--- config.mk ---
export PLATFORM = sky130hd
export DESIGN_NAME = sdbcl_legality
export DESIGN_NICKNAME = d
export VERILOG_FILES = /design/src/logic/sdbcl_pkg.sv /design/src/logic/sdbcl_legality.sv /design/src/logic/sdbcl_bank.sv
export SDC_FILE = /design/constraint.sdc
export NUM_CORES = 1
export LEC_CHECK = 0
export BUFFER_PORTS_ARGS = -buffer_cell sky130_fd_sc_hd__buf_2
export CORE_MARGIN = 4
export CORE_UTILIZATION = 55
export DETAILED_ROUTE_END_ITERATION = 8
export PLACE_DENSITY_LB_ADDON = 0.1
export SETUP_SLACK_MARGIN = 0.05
export SKIP_LAST_GASP = 1
export SYNTH_ARGS = -nofsm -noshare
export SYNTH_HDL_FRONTEND = slang
export SYNTH_HIERARCHICAL = 1
export SYNTH_SLANG_ARGS = --single-unit
--- constraint.sdc ---
create_clock -name mclk -period 11.22 [get_ports mclk]
set_input_delay 0.561 -clock mclk [delete_from_list [all_inputs] [get_ports mclk]]
set_output_delay 0.561 -clock mclk [all_outputs]
set_load 0.01 [all_outputs]
--- src/logic/sdbcl_pkg.sv ---
// Package: commands, bank and chip states, and timing defaults of the legality tracker
package sdbcl_pkg;

  // ==================================================================
  // Sizes
  localparam int NUM_BANKS = 8;
  localparam int BANK_W = 3;
  localparam int TMR_W = 8;
  localparam logic [7:0] CNT_SAT = 8'hFF;
  localparam logic [7:0] CNT_ONE = 8'h01;

  // ==================================================================
  // Timing defaults, in command clocks
  localparam int DEF_T_RCD = 6;
  localparam int DEF_T_RP = 6;
  localparam int DEF_T_RC = 22;
  localparam int DEF_T_MRD = 4;
  localparam int DEF_T_WR = 6;
  localparam int DEF_BURST_LENGTH = 4;
  localparam int DEF_READ_LATENCY = 7;
  localparam int DEF_WRITE_LATENCY = 3;

  // ==================================================================
  // Pin patterns {cs_n, ras_n, cas_n, we_n}
  localparam logic [3:0] PIN_NOP = 4'h7;
  localparam logic [3:0] PIN_ACT = 4'h3;
  localparam logic [3:0] PIN_READ = 4'h5;
  localparam logic [3:0] PIN_WRITE = 4'h4;
  localparam logic [3:0] PIN_PRE = 4'h2;
  localparam logic [3:0] PIN_REF = 4'h1;
  localparam logic [3:0] PIN_LMR = 4'h0;
  localparam logic [2:0] PIN_DTD = 3'h5;

  // ==================================================================
  // Decoded commands
  typedef enum logic [3:0] {
    CMD_DESEL = 4'h0,
    CMD_NOP = 4'h1,
    CMD_DTD = 4'h2,
    CMD_ACT = 4'h3,
    CMD_READ = 4'h4,
    CMD_WRITE = 4'h5,
    CMD_PRE = 4'h6,
    CMD_REF = 4'h7,
    CMD_LMR = 4'h8
  } sdbcl_cmd_e;

  // Per-bank states
  typedef enum logic [2:0] {
    BK_IDLE = 3'h0,
    BK_ACTG = 3'h1,
    BK_ACTIVE = 3'h2,
    BK_READ = 3'h3,
    BK_WRITE = 3'h4,
    BK_READ_AP = 3'h5,
    BK_WRITE_AP = 3'h6,
    BK_PRECH = 3'h7
  } sdbcl_bank_e;

  // Chip-wide states
  typedef enum logic [1:0] {
    CH_NORMAL = 2'h0,
    CH_REFRESH = 2'h1,
    CH_MODE = 2'h2,
    CH_PREALL = 2'h3
  } sdbcl_chip_e;

endpackage : sdbcl_pkg

--- src/logic/sdbcl_legality.sv ---
// Top: command decode, chip-wide states, inter-bank spacing and eight bank trackers
`timescale 1ns/1ps

// Summary of operation
// - Read with auto precharge bank goes idle once tRP follows internal precharge.
// - Write with auto precharge bank goes idle only after tRP is satisfied.
// - Auto refresh holds the chip busy for tRC, then all banks idle.
// - Mode register load holds the chip busy for tMRD, then all idle.
// - Precharge all keeps every bank precharging until tRP, then idle.
// - Read or write state lasts until the burst's final data nibble.
// - Wherever read or write is legal, both auto precharge variants are legal.
// - Pin decode of ACTIVE, READ, WRITE and PRECHARGE.
// - Deselect and NOP continue; terminator disable accepted in any state.
// - With bank n idle, bank m takes whatever its own state allows.
// - Busy bank n does not block ACTIVE/READ/WRITE/PRECHARGE to bank m; READ/WRITE still wait out auto precharge spacing.
// - Legality applies only with clock enable high on two edges.
// - Row active only after tRCD with no burst or register access.
// - Read auto precharge begins at the earliest legal explicit precharge point; the code starts it HALF clocks after READ, before PRECHARGE is legal.
// - Write auto precharge begins when write recovery after last data ends.
// - Other banks stay usable during auto precharge; bus contention still avoided.
// - Auto precharge address bit picks one or all banks for precharge.
module sdbcl_legality #(
  parameter int T_RCD = sdbcl_pkg::DEF_T_RCD,
  parameter int T_RP = sdbcl_pkg::DEF_T_RP,
  parameter int T_RC = sdbcl_pkg::DEF_T_RC,
  parameter int T_MRD = sdbcl_pkg::DEF_T_MRD,
  parameter int T_WR = sdbcl_pkg::DEF_T_WR,
  parameter int BURST_LENGTH = sdbcl_pkg::DEF_BURST_LENGTH,
  parameter int READ_LATENCY_ROUNDED_UP = sdbcl_pkg::DEF_READ_LATENCY,
  parameter int WRITE_LATENCY = sdbcl_pkg::DEF_WRITE_LATENCY
) (
  input logic mclk,
  input logic rst_n,
  input logic cke,
  input logic cs_n,
  input logic ras_n,
  input logic cas_n,
  input logic we_n,
  input logic bank_select_bit0,
  input logic bank_select_bit1,
  input logic bank_select_bit2,
  input logic auto_precharge_address_bit,
  output logic [23:0] bank_state,
  output logic all_banks_idle,
  output logic chip_busy,
  output logic cmd_illegal
);

  // ==================================================================
  // Derived counts
  localparam int HALF = BURST_LENGTH / 2;
  localparam logic [7:0] L_RC = 8'(T_RC);
  localparam logic [7:0] L_MRD = 8'(T_MRD);
  localparam logic [7:0] L_RP = 8'(T_RP);
  localparam logic [7:0] WAP_RD = 8'(WRITE_LATENCY + HALF + T_WR);
  localparam logic [7:0] WAP_WR = 8'(HALF);
  localparam logic [7:0] RAP_RD = 8'(HALF);
  localparam logic [7:0] RAP_WR = 8'(READ_LATENCY_ROUNDED_UP + HALF + 1 - WRITE_LATENCY);

  // ==================================================================
  // Parameter checks
  if (BURST_LENGTH != 4 && BURST_LENGTH != 8) begin : g_bad_bl
    $error("burst length must be 4 or 8");
  end
  if (T_RCD < 1 || T_RP < 1 || T_RC < 1 || T_MRD < 1 || T_WR < 1) begin : g_bad_t
    $error("every timing count must be at least one clock");
  end
  if (WAP_RD + T_RP > 250 || T_RC > 250 || READ_LATENCY_ROUNDED_UP > 200) begin : g_bad_w
    $error("timing counts exceed the 8-bit timers");
  end
  if (READ_LATENCY_ROUNDED_UP + HALF + 1 <= WRITE_LATENCY) begin : g_bad_l
    $error("write latency too large for read to write spacing");
  end

  typedef struct packed {
    sdbcl_pkg::sdbcl_chip_e st;
    logic [7:0] tmr;
    logic cke_prev;
    logic [7:0] wap_cnt;
    logic [7:0] rap_cnt;
    logic illegal;
    logic all_idle;
    logic busy;
    logic [7:0] dwell;
  } sdbcl_top_s;

  sdbcl_top_s q;
  sdbcl_top_s d;

  sdbcl_pkg::sdbcl_cmd_e cmd;
  logic [3:0] pins;
  logic [2:0] bank_idx;
  logic cke_ok;
  logic exec;
  logic preall;
  logic bad;
  logic go;
  logic force_pre;
  logic [7:0] sel;
  logic [7:0] bank_legal;
  logic [7:0] idle_vec;
  logic [7:0] preok_vec;
  logic [7:0] prech_vec;
  logic all_now;
  logic pre_ok_all;

  assign pins = {cs_n, ras_n, cas_n, we_n};
  assign bank_idx = {bank_select_bit2, bank_select_bit1, bank_select_bit0};
  assign cke_ok = q.cke_prev && cke;
  assign preall = auto_precharge_address_bit;
  assign all_now = &idle_vec;
  assign pre_ok_all = &preok_vec;

  // Outputs straight from flops
  assign all_banks_idle = q.all_idle;
  assign chip_busy = q.busy;
  assign cmd_illegal = q.illegal;

  // ==================================================================
  // Command decode; without clock enable on two edges nothing is judged
  always_comb begin
    cmd = sdbcl_pkg::CMD_NOP;
    if (!cke_ok) begin
      cmd = sdbcl_pkg::CMD_NOP;
    end else if (cs_n) begin
      // A low chip select with this pattern is a READ; chip select high with it is a terminator disable, anything else deselect
      cmd = (pins[2:0] == sdbcl_pkg::PIN_DTD) ? sdbcl_pkg::CMD_DTD : sdbcl_pkg::CMD_DESEL;
    end else begin
      case (pins)
        sdbcl_pkg::PIN_NOP: cmd = sdbcl_pkg::CMD_NOP;
        sdbcl_pkg::PIN_ACT: cmd = sdbcl_pkg::CMD_ACT;
        sdbcl_pkg::PIN_READ: cmd = sdbcl_pkg::CMD_READ;
        sdbcl_pkg::PIN_WRITE: cmd = sdbcl_pkg::CMD_WRITE;
        sdbcl_pkg::PIN_PRE: cmd = sdbcl_pkg::CMD_PRE;
        sdbcl_pkg::PIN_REF: cmd = sdbcl_pkg::CMD_REF;
        sdbcl_pkg::PIN_LMR: cmd = sdbcl_pkg::CMD_LMR;
        default: cmd = sdbcl_pkg::CMD_NOP;
      endcase
    end
  end

  // ==================================================================
  // Legality verdict and the strobes handed to the banks
  always_comb begin
    exec = (cmd != sdbcl_pkg::CMD_DESEL) && (cmd != sdbcl_pkg::CMD_NOP) &&
           (cmd != sdbcl_pkg::CMD_DTD);
    bad = 1'b0;
    if (exec && q.st != sdbcl_pkg::CH_NORMAL) begin
      bad = 1'b1;
    end else begin
      case (cmd)
        sdbcl_pkg::CMD_REF, sdbcl_pkg::CMD_LMR: begin
          bad = !all_now;
        end
        sdbcl_pkg::CMD_PRE: begin
          bad = preall ? !pre_ok_all : !bank_legal[bank_idx];
        end
        sdbcl_pkg::CMD_ACT: begin
          bad = !bank_legal[bank_idx];
        end
        sdbcl_pkg::CMD_READ: begin
          bad = !bank_legal[bank_idx] || (q.wap_cnt < WAP_RD) ||
                (q.rap_cnt < RAP_RD);
        end
        sdbcl_pkg::CMD_WRITE: begin
          bad = !bank_legal[bank_idx] || (q.wap_cnt < WAP_WR) ||
                (q.rap_cnt < RAP_WR);
        end
        default: bad = 1'b0;
      endcase
    end
    // Illegal commands are flagged and dropped, so state stays coherent
    go = exec && !bad;
    force_pre = go && (cmd == sdbcl_pkg::CMD_PRE) && preall;
    sel = 8'h00;
    if (cmd == sdbcl_pkg::CMD_ACT || cmd == sdbcl_pkg::CMD_READ ||
        cmd == sdbcl_pkg::CMD_WRITE || (cmd == sdbcl_pkg::CMD_PRE && !preall)) begin
      sel[bank_idx] = 1'b1;
    end
  end

  // ==================================================================
  // Chip-wide state, spacing counters and status flags
  always_comb begin
    d = q;
    d.cke_prev = cke;
    if (q.st != sdbcl_pkg::CH_NORMAL) begin
      if (q.tmr > sdbcl_pkg::CNT_ONE) begin
        d.tmr = q.tmr - sdbcl_pkg::CNT_ONE;
      end else begin
        d.st = sdbcl_pkg::CH_NORMAL;
      end
    end
    if (go) begin
      case (cmd)
        sdbcl_pkg::CMD_REF: begin
          d.st = sdbcl_pkg::CH_REFRESH;
          d.tmr = L_RC;
        end
        sdbcl_pkg::CMD_LMR: begin
          d.st = sdbcl_pkg::CH_MODE;
          d.tmr = L_MRD;
        end
        sdbcl_pkg::CMD_PRE: begin
          if (preall) begin
            d.st = sdbcl_pkg::CH_PREALL;
            d.tmr = L_RP;
          end
        end
        default: ;
      endcase
    end
    // Cycles since the last auto precharge access, saturating so old ones fade
    if (q.wap_cnt != sdbcl_pkg::CNT_SAT) begin
      d.wap_cnt = q.wap_cnt + sdbcl_pkg::CNT_ONE;
    end
    if (q.rap_cnt != sdbcl_pkg::CNT_SAT) begin
      d.rap_cnt = q.rap_cnt + sdbcl_pkg::CNT_ONE;
    end
    if (go && cmd == sdbcl_pkg::CMD_WRITE && auto_precharge_address_bit) begin
      d.wap_cnt = sdbcl_pkg::CNT_ONE;
    end
    if (go && cmd == sdbcl_pkg::CMD_READ && auto_precharge_address_bit) begin
      d.rap_cnt = sdbcl_pkg::CNT_ONE;
    end
    if (d.st != q.st) begin
      d.dwell = sdbcl_pkg::CNT_ONE;
    end else if (q.dwell != sdbcl_pkg::CNT_SAT) begin
      d.dwell = q.dwell + sdbcl_pkg::CNT_ONE;
    end
    d.illegal = exec && bad;
    // Judged on the next chip state so a starting refresh never reports idle
    d.all_idle = all_now && (d.st == sdbcl_pkg::CH_NORMAL);
    d.busy = (d.st != sdbcl_pkg::CH_NORMAL);
  end

  // State register; clock enable is taken as high out of reset
  always_ff @(posedge mclk or negedge rst_n) begin
    if (!rst_n) begin
      q.st <= sdbcl_pkg::CH_NORMAL;
      q.tmr <= 8'h00;
      q.cke_prev <= 1'b1;
      q.wap_cnt <= 8'hFF;
      q.rap_cnt <= 8'hFF;
      q.illegal <= 1'b0;
      q.all_idle <= 1'b1;
      q.busy <= 1'b0;
      q.dwell <= 8'h01;
    end else begin
      q <= d;
    end
  end

  // ==================================================================
  // Eight independent bank trackers
  for (genvar i = 0; i < sdbcl_pkg::NUM_BANKS; i++) begin : g_bank
    logic [2:0] st;

    sdbcl_bank #(
      .T_RCD(T_RCD),
      .T_RP(T_RP),
      .T_WR(T_WR),
      .BURST_LENGTH(BURST_LENGTH),
      .READ_LATENCY_ROUNDED_UP(READ_LATENCY_ROUNDED_UP),
      .WRITE_LATENCY(WRITE_LATENCY)
    ) u_bank (
      .mclk(mclk),
      .rst_n(rst_n),
      .cmd(cmd),
      .sel(sel[i]),
      .go(go),
      .ap(auto_precharge_address_bit),
      .force_pre(force_pre),
      .state(st),
      .legal(bank_legal[i])
    );

    assign bank_state[i*3 +: 3] = st;
    assign idle_vec[i] = (st == sdbcl_pkg::BK_IDLE);
    assign prech_vec[i] = (st == sdbcl_pkg::BK_PRECH);
    // Bursts, activations and auto precharge cannot be cut short by a group precharge
    assign preok_vec[i] = (st == sdbcl_pkg::BK_IDLE) || (st == sdbcl_pkg::BK_ACTIVE) ||
                          (st == sdbcl_pkg::BK_PRECH);
  end
endmodule : sdbcl_legality

--- src/logic/sdbcl_bank.sv ---
// One bank: state machine, countdown timer and same-bank command check
`timescale 1ns/1ps
module sdbcl_bank #(
  parameter int T_RCD = sdbcl_pkg::DEF_T_RCD,
  parameter int T_RP = sdbcl_pkg::DEF_T_RP,
  parameter int T_WR = sdbcl_pkg::DEF_T_WR,
  parameter int BURST_LENGTH = sdbcl_pkg::DEF_BURST_LENGTH,
  parameter int READ_LATENCY_ROUNDED_UP = sdbcl_pkg::DEF_READ_LATENCY,
  parameter int WRITE_LATENCY = sdbcl_pkg::DEF_WRITE_LATENCY
) (
  input logic mclk,
  input logic rst_n,
  input sdbcl_pkg::sdbcl_cmd_e cmd,
  input logic sel,
  input logic go,
  input logic ap,
  input logic force_pre,
  output logic [2:0] state,
  output logic legal
);

  localparam int HALF = BURST_LENGTH / 2;
  localparam logic [7:0] L_RCD = 8'(T_RCD);
  localparam logic [7:0] L_RP = 8'(T_RP);
  localparam logic [7:0] L_RD = 8'(READ_LATENCY_ROUNDED_UP + HALF);
  localparam logic [7:0] L_WR = 8'(WRITE_LATENCY + HALF);
  localparam logic [7:0] L_RDAP = 8'(HALF);
  localparam logic [7:0] L_WRAP = 8'(WRITE_LATENCY + HALF + T_WR);

  typedef struct packed {
    sdbcl_pkg::sdbcl_bank_e st;
    logic [7:0] tmr;
    logic ap_pre;
    logic [7:0] dwell;
  } sdbcl_bank_s;

  sdbcl_bank_s q;
  sdbcl_bank_s d;

  assign state = q.st;

  // ==================================================================
  // Next state; a command to this bank wins over its own timer
  always_comb begin
    d = q;
    legal = 1'b0;
    case (q.st)
      sdbcl_pkg::BK_IDLE: legal = (cmd == sdbcl_pkg::CMD_ACT) || (cmd == sdbcl_pkg::CMD_PRE);
      sdbcl_pkg::BK_ACTIVE: legal = (cmd != sdbcl_pkg::CMD_ACT);
      sdbcl_pkg::BK_READ: legal = (cmd == sdbcl_pkg::CMD_READ); // No write mid read burst
      sdbcl_pkg::BK_WRITE: legal = (cmd == sdbcl_pkg::CMD_READ) || (cmd == sdbcl_pkg::CMD_WRITE);
      default: legal = 1'b0;
    endcase
    if (q.tmr > sdbcl_pkg::CNT_ONE) begin
      d.tmr = q.tmr - sdbcl_pkg::CNT_ONE;
    end
    case (q.st)
      sdbcl_pkg::BK_ACTG, sdbcl_pkg::BK_READ, sdbcl_pkg::BK_WRITE: begin
        if (q.tmr <= sdbcl_pkg::CNT_ONE) d.st = sdbcl_pkg::BK_ACTIVE;
      end
      sdbcl_pkg::BK_PRECH: begin
        if (q.tmr <= sdbcl_pkg::CNT_ONE) d.st = sdbcl_pkg::BK_IDLE;
      end
      sdbcl_pkg::BK_READ_AP, sdbcl_pkg::BK_WRITE_AP: begin
        if (q.tmr <= sdbcl_pkg::CNT_ONE && q.ap_pre) begin
          d.st = sdbcl_pkg::BK_IDLE;
          d.ap_pre = 1'b0;
        end else if (q.tmr <= sdbcl_pkg::CNT_ONE) begin
          d.ap_pre = 1'b1;
          d.tmr = L_RP;
        end
      end
      default: ;
    endcase
    if (force_pre) begin
      d.st = sdbcl_pkg::BK_PRECH;
      d.tmr = L_RP;
      d.ap_pre = 1'b0;
    end else if (go && sel) begin
      d.ap_pre = 1'b0;
      case (cmd)
        sdbcl_pkg::CMD_ACT: begin
          d.st = sdbcl_pkg::BK_ACTG;
          d.tmr = L_RCD;
        end
        sdbcl_pkg::CMD_READ: begin
          d.st = ap ? sdbcl_pkg::BK_READ_AP : sdbcl_pkg::BK_READ;
          d.tmr = ap ? L_RDAP : L_RD;
        end
        sdbcl_pkg::CMD_WRITE: begin
          d.st = ap ? sdbcl_pkg::BK_WRITE_AP : sdbcl_pkg::BK_WRITE;
          d.tmr = ap ? L_WRAP : L_WR;
        end
        sdbcl_pkg::CMD_PRE: begin
          if (q.st != sdbcl_pkg::BK_IDLE) begin
            d.st = sdbcl_pkg::BK_PRECH;
            d.tmr = L_RP;
          end
        end
        default: ;
      endcase
    end
    // Dwell counts cycles spent in the state, restarted by any new entry
    if (d.st != q.st || force_pre || (go && sel)) begin
      d.dwell = sdbcl_pkg::CNT_ONE;
    end else if (q.dwell != sdbcl_pkg::CNT_SAT) begin
      d.dwell = q.dwell + sdbcl_pkg::CNT_ONE;
    end
  end

  // State register
  always_ff @(posedge mclk or negedge rst_n) begin
    if (!rst_n) begin
      q <= '{st: sdbcl_pkg::BK_IDLE, tmr: 8'h00, ap_pre: 1'b0, dwell: 8'h01};
    end else begin
      q <= d;
    end
  end
endmodule : sdbcl_bank

==> run summary <==
Adder-cell share of the synthesized area = 3.34%
Compound-Gate Fraction of Synth Area = 22.5%
RSZ-0062 raised after global routing = false
I/O pin cnt = 38
Tcrit/Tclk final = 49.8%
Dominant cells by area after synthesis = dfrtp_1 (26%), dfstp_2 (4.5%), ha_1 (3.3%)
Die area = 0.0213 sq mm
Worst r2r src = q[27]
Leading register cell type out of synthesis = dfrtp_1
Synth Register Bits = 126
GRT Overall Usage = 23.6%
Nets@finish = 1224
Fillers = 1639
Peak fanout along the critical path = 88
DRC errors left = 0
Placed cell areas = 0.0105 sq mm
P&R area growth vs syn = 6.30%
Simple-Gate Fraction of Synth Area = 31.2%
Hold Crit Class = in -> async
Die Wd = 146 um
CTS tree = built
Pwr Total = 1.06 mW
Worst path depth = 19
Outcome = finished, final reports clean
Die height = 146 um
Final WL = 25600 um
Part of the Yosys area used for sequential elements = 30.3%
Per-cell routed wire length = 17.9 um
Number of global-route vias before repair = 8466
Worst reg2reg path depth = 16
Top cells by count, synth = dfrtp_1 (108), nand2_1 (78), nor2_1 (78)
Reg-to-reg endpoint = g_bank[5].u_bank/q[10]
Crit path top cell by count = buf_4
Cts repair resizes = 0
Largest net degree at the start of global routing = 89
Yosys warnings = 6
Via count = 9194
Synth unique cells = 72
Max IR drop VDD = 0.0869 mV
Final instance area = 0.0111 sq mm
Synth async-reset ratio = 100%
Critical Path RT = 11.51 ns
Tightest Pin Transition = 0.950 ns
Setup TNS = 0 ns
Pwr dens = 94.9 mW/mm^2
Post-CTS Setup Repair Bufs = 0
Reg-to-reg slack, setup = 5.88 ns
Drt pass-1 iters = 6
Antenna viol nets, final = 0
Syn_area_per_cell = 8.65 sq um
Setup CP Type = in -> reg
CTS Buf Count = 17
CTS clk-pin slew, worst paths = 0.05 ns
Initial Util = 56.0%
Diode count = 0
Largest family of logic cells by synthesized area = simple AND/OR/NAND/NOR gates
Rel. slew slack = 36.7%
Rows = 50
Post-synth top area share = 25.8%
Crit path launch = cas_n
Clock sink total = 126
Max clock buf depth = 2
Initial antenna violation count = 2
Setup violations, final = 0
CP max stage cell = buf_4
Gpl congestion = 0.877
Initial DRC count = 806
Vias/cell = 6.42
Static Leak = 4.49 nW
PortBufs = 37
Utilization after layout = 59.6%
CP arrival = 5.88 ns
Post-Synthesis Cells = 1212
Post-Syn Area = 0.0105 sq mm
Final hold slack = 0.0957 ns
Cts hold-fix bufs = 0
Critical path's top delay family = compound AO/OA/AOI/OAI gates
Synth Net Count = 1251
H-tree Lvls = 4
Slew Limit Fails = 0
Clk_lat worst skew = 0.42 ns
Mux cell area share after synthesis = 1.11%
Leading area contributor after synthesis = dfrtp_1
Congestion Overflow GR = 0
Crit-path cells = buf_2, nand2b_1, nor2_1, o311ai_2, buf_4, or3b_2, a21o_1, a21oi_1, o31a_1, mux4_1, mux2i_4, a221oi_1, o22a_1, nand3_1, nor2_2, buf_4, o2111ai_1, or2_2, a311o_1
Max Clk Rate = 179 MHz
Clk root buf = clkbuf_16
Crit. End Element = flip-flop
Max-Cap Viols = 0
Clock Skew = 0.0101 ns
Slowest stage delay, CP = 0.63 ns
CP Buf/Inv Count = 3
Hold Vio Cnt, Final = 0
Critical Path End = g_bank[5].u_bank/q[10]
Post-DP HPWL = 17300 um
Top-count cell post-synth = dfrtp_1
Fin crit period = 5.59 ns
CP startpoint kind = input pin
Ratio of cells with drive above 1 in the final layout = 14.9%
Synth Area in XOR/XNOR = 4.51%
First-pass GRT wire length = 42800 um
Core box area = 0.0187 sq mm
Number of synthesized flops with an enable pin = 0
==> layer usage <==
layer  routed length [um]  track usage (%)  up-vias  share of wire [%]
met4                  352             5.83        4                1.4
met3                 1170             4.75       31                4.6
met5                   27                0        -               0.11
li1                     -                -     4516                  -
met2                12000             37.9      194                 47
met1                12000             32.9     4449                 47
==> sequential cells by signal, summed over array words and instances (netlist names) <==
signal               count
g_bank.u_bank/q         72
q                       27
g_bank.u_bank/state     24
all_banks_idle           1
chip_busy                1
cmd_illegal              1
==> worst min path at each step <==
| stage | from | endpoint | slack [ns] | depth (start not counted) |
|---|---|---|---|---|
| 2_1_floorplan | rst_n | chip_busy | 0.27 | 0 |
| 3_3_place_gp | q[36] | q[36] | 0.47 | 2 |
| 3_5_place_dp | q[36] | q[36] | 0.48 | 2 |
| 4_1_cts | rst_n | g_bank[3].u_bank/q[13] | 0.11 | 1 |
| 5_1_grt | rst_n | g_bank[3].u_bank/q[13] | 0.13 | 1 |
| 6_report | rst_n | g_bank[3].u_bank/q[13] | 0.1 | 1 |
==> final cells by class <==
type / count / area, sq um / share of cell area [%]
multi-input cells: 940 / 6600 / 59.2
flip-flops and latches: 126 / 3180 / 28.5
clock buffers: 29 / 576 / 5.17
well taps: 234 / 293 / 2.63
repair buffers: 45 / 251 / 2.26
inverters: 55 / 226 / 2.03
clock inverters: 3 / 17.5 / 0.157
==> logic make-up after synthesis <==
family,after synthesis
compound gates,316
xor+xnor,54
fa+ha+maj,28
buf+inv,146
flops,126
mux,7
simple gates,535
==> placed cells by master (no fill, tap or decap), drive strengths merged, types with 18 or more instances in the layout <==
cell    netlist  final
dfrtp       108    108
nor2         84     84
nand2        78     78
nor4         57     57
a21oi        56     56
inv          55     55
buf          41     45
o21ai        43     43
nand2b       40     40
xor2         33     33
nor3         31     31
nor2b        30     30
clkbuf       50     29
ha           28     28
or3          25     25
or2          25     25
a21o         24     24
a311o        24     24
or3b         24     24
nand3        22     22
a211o        22     22
xnor2        21     21
and3         21     21
nand3b       20     20
a31oi        18     18
dfstp        18     18
==> power by group <==
part,internal (mW),switching [mW]
sequential,0.456,0.000222
clock,0.347,0.198
combinational,0.0189,0.0366
total,0.822,0.235
==> through the flow <==
step / std cells / worst slack (ns)
3_3_place_gp: 1400 / 5.43
3_5_place_dp: 1400 / 5.32
4_1_cts: 1432 / 5.71
2_1_floorplan: 1212 / 4.47
5_1_grt: 1432 / 5.26
6_report: 1432 / 5.63
No activity file was read; power rests on OpenSTA's default activity.
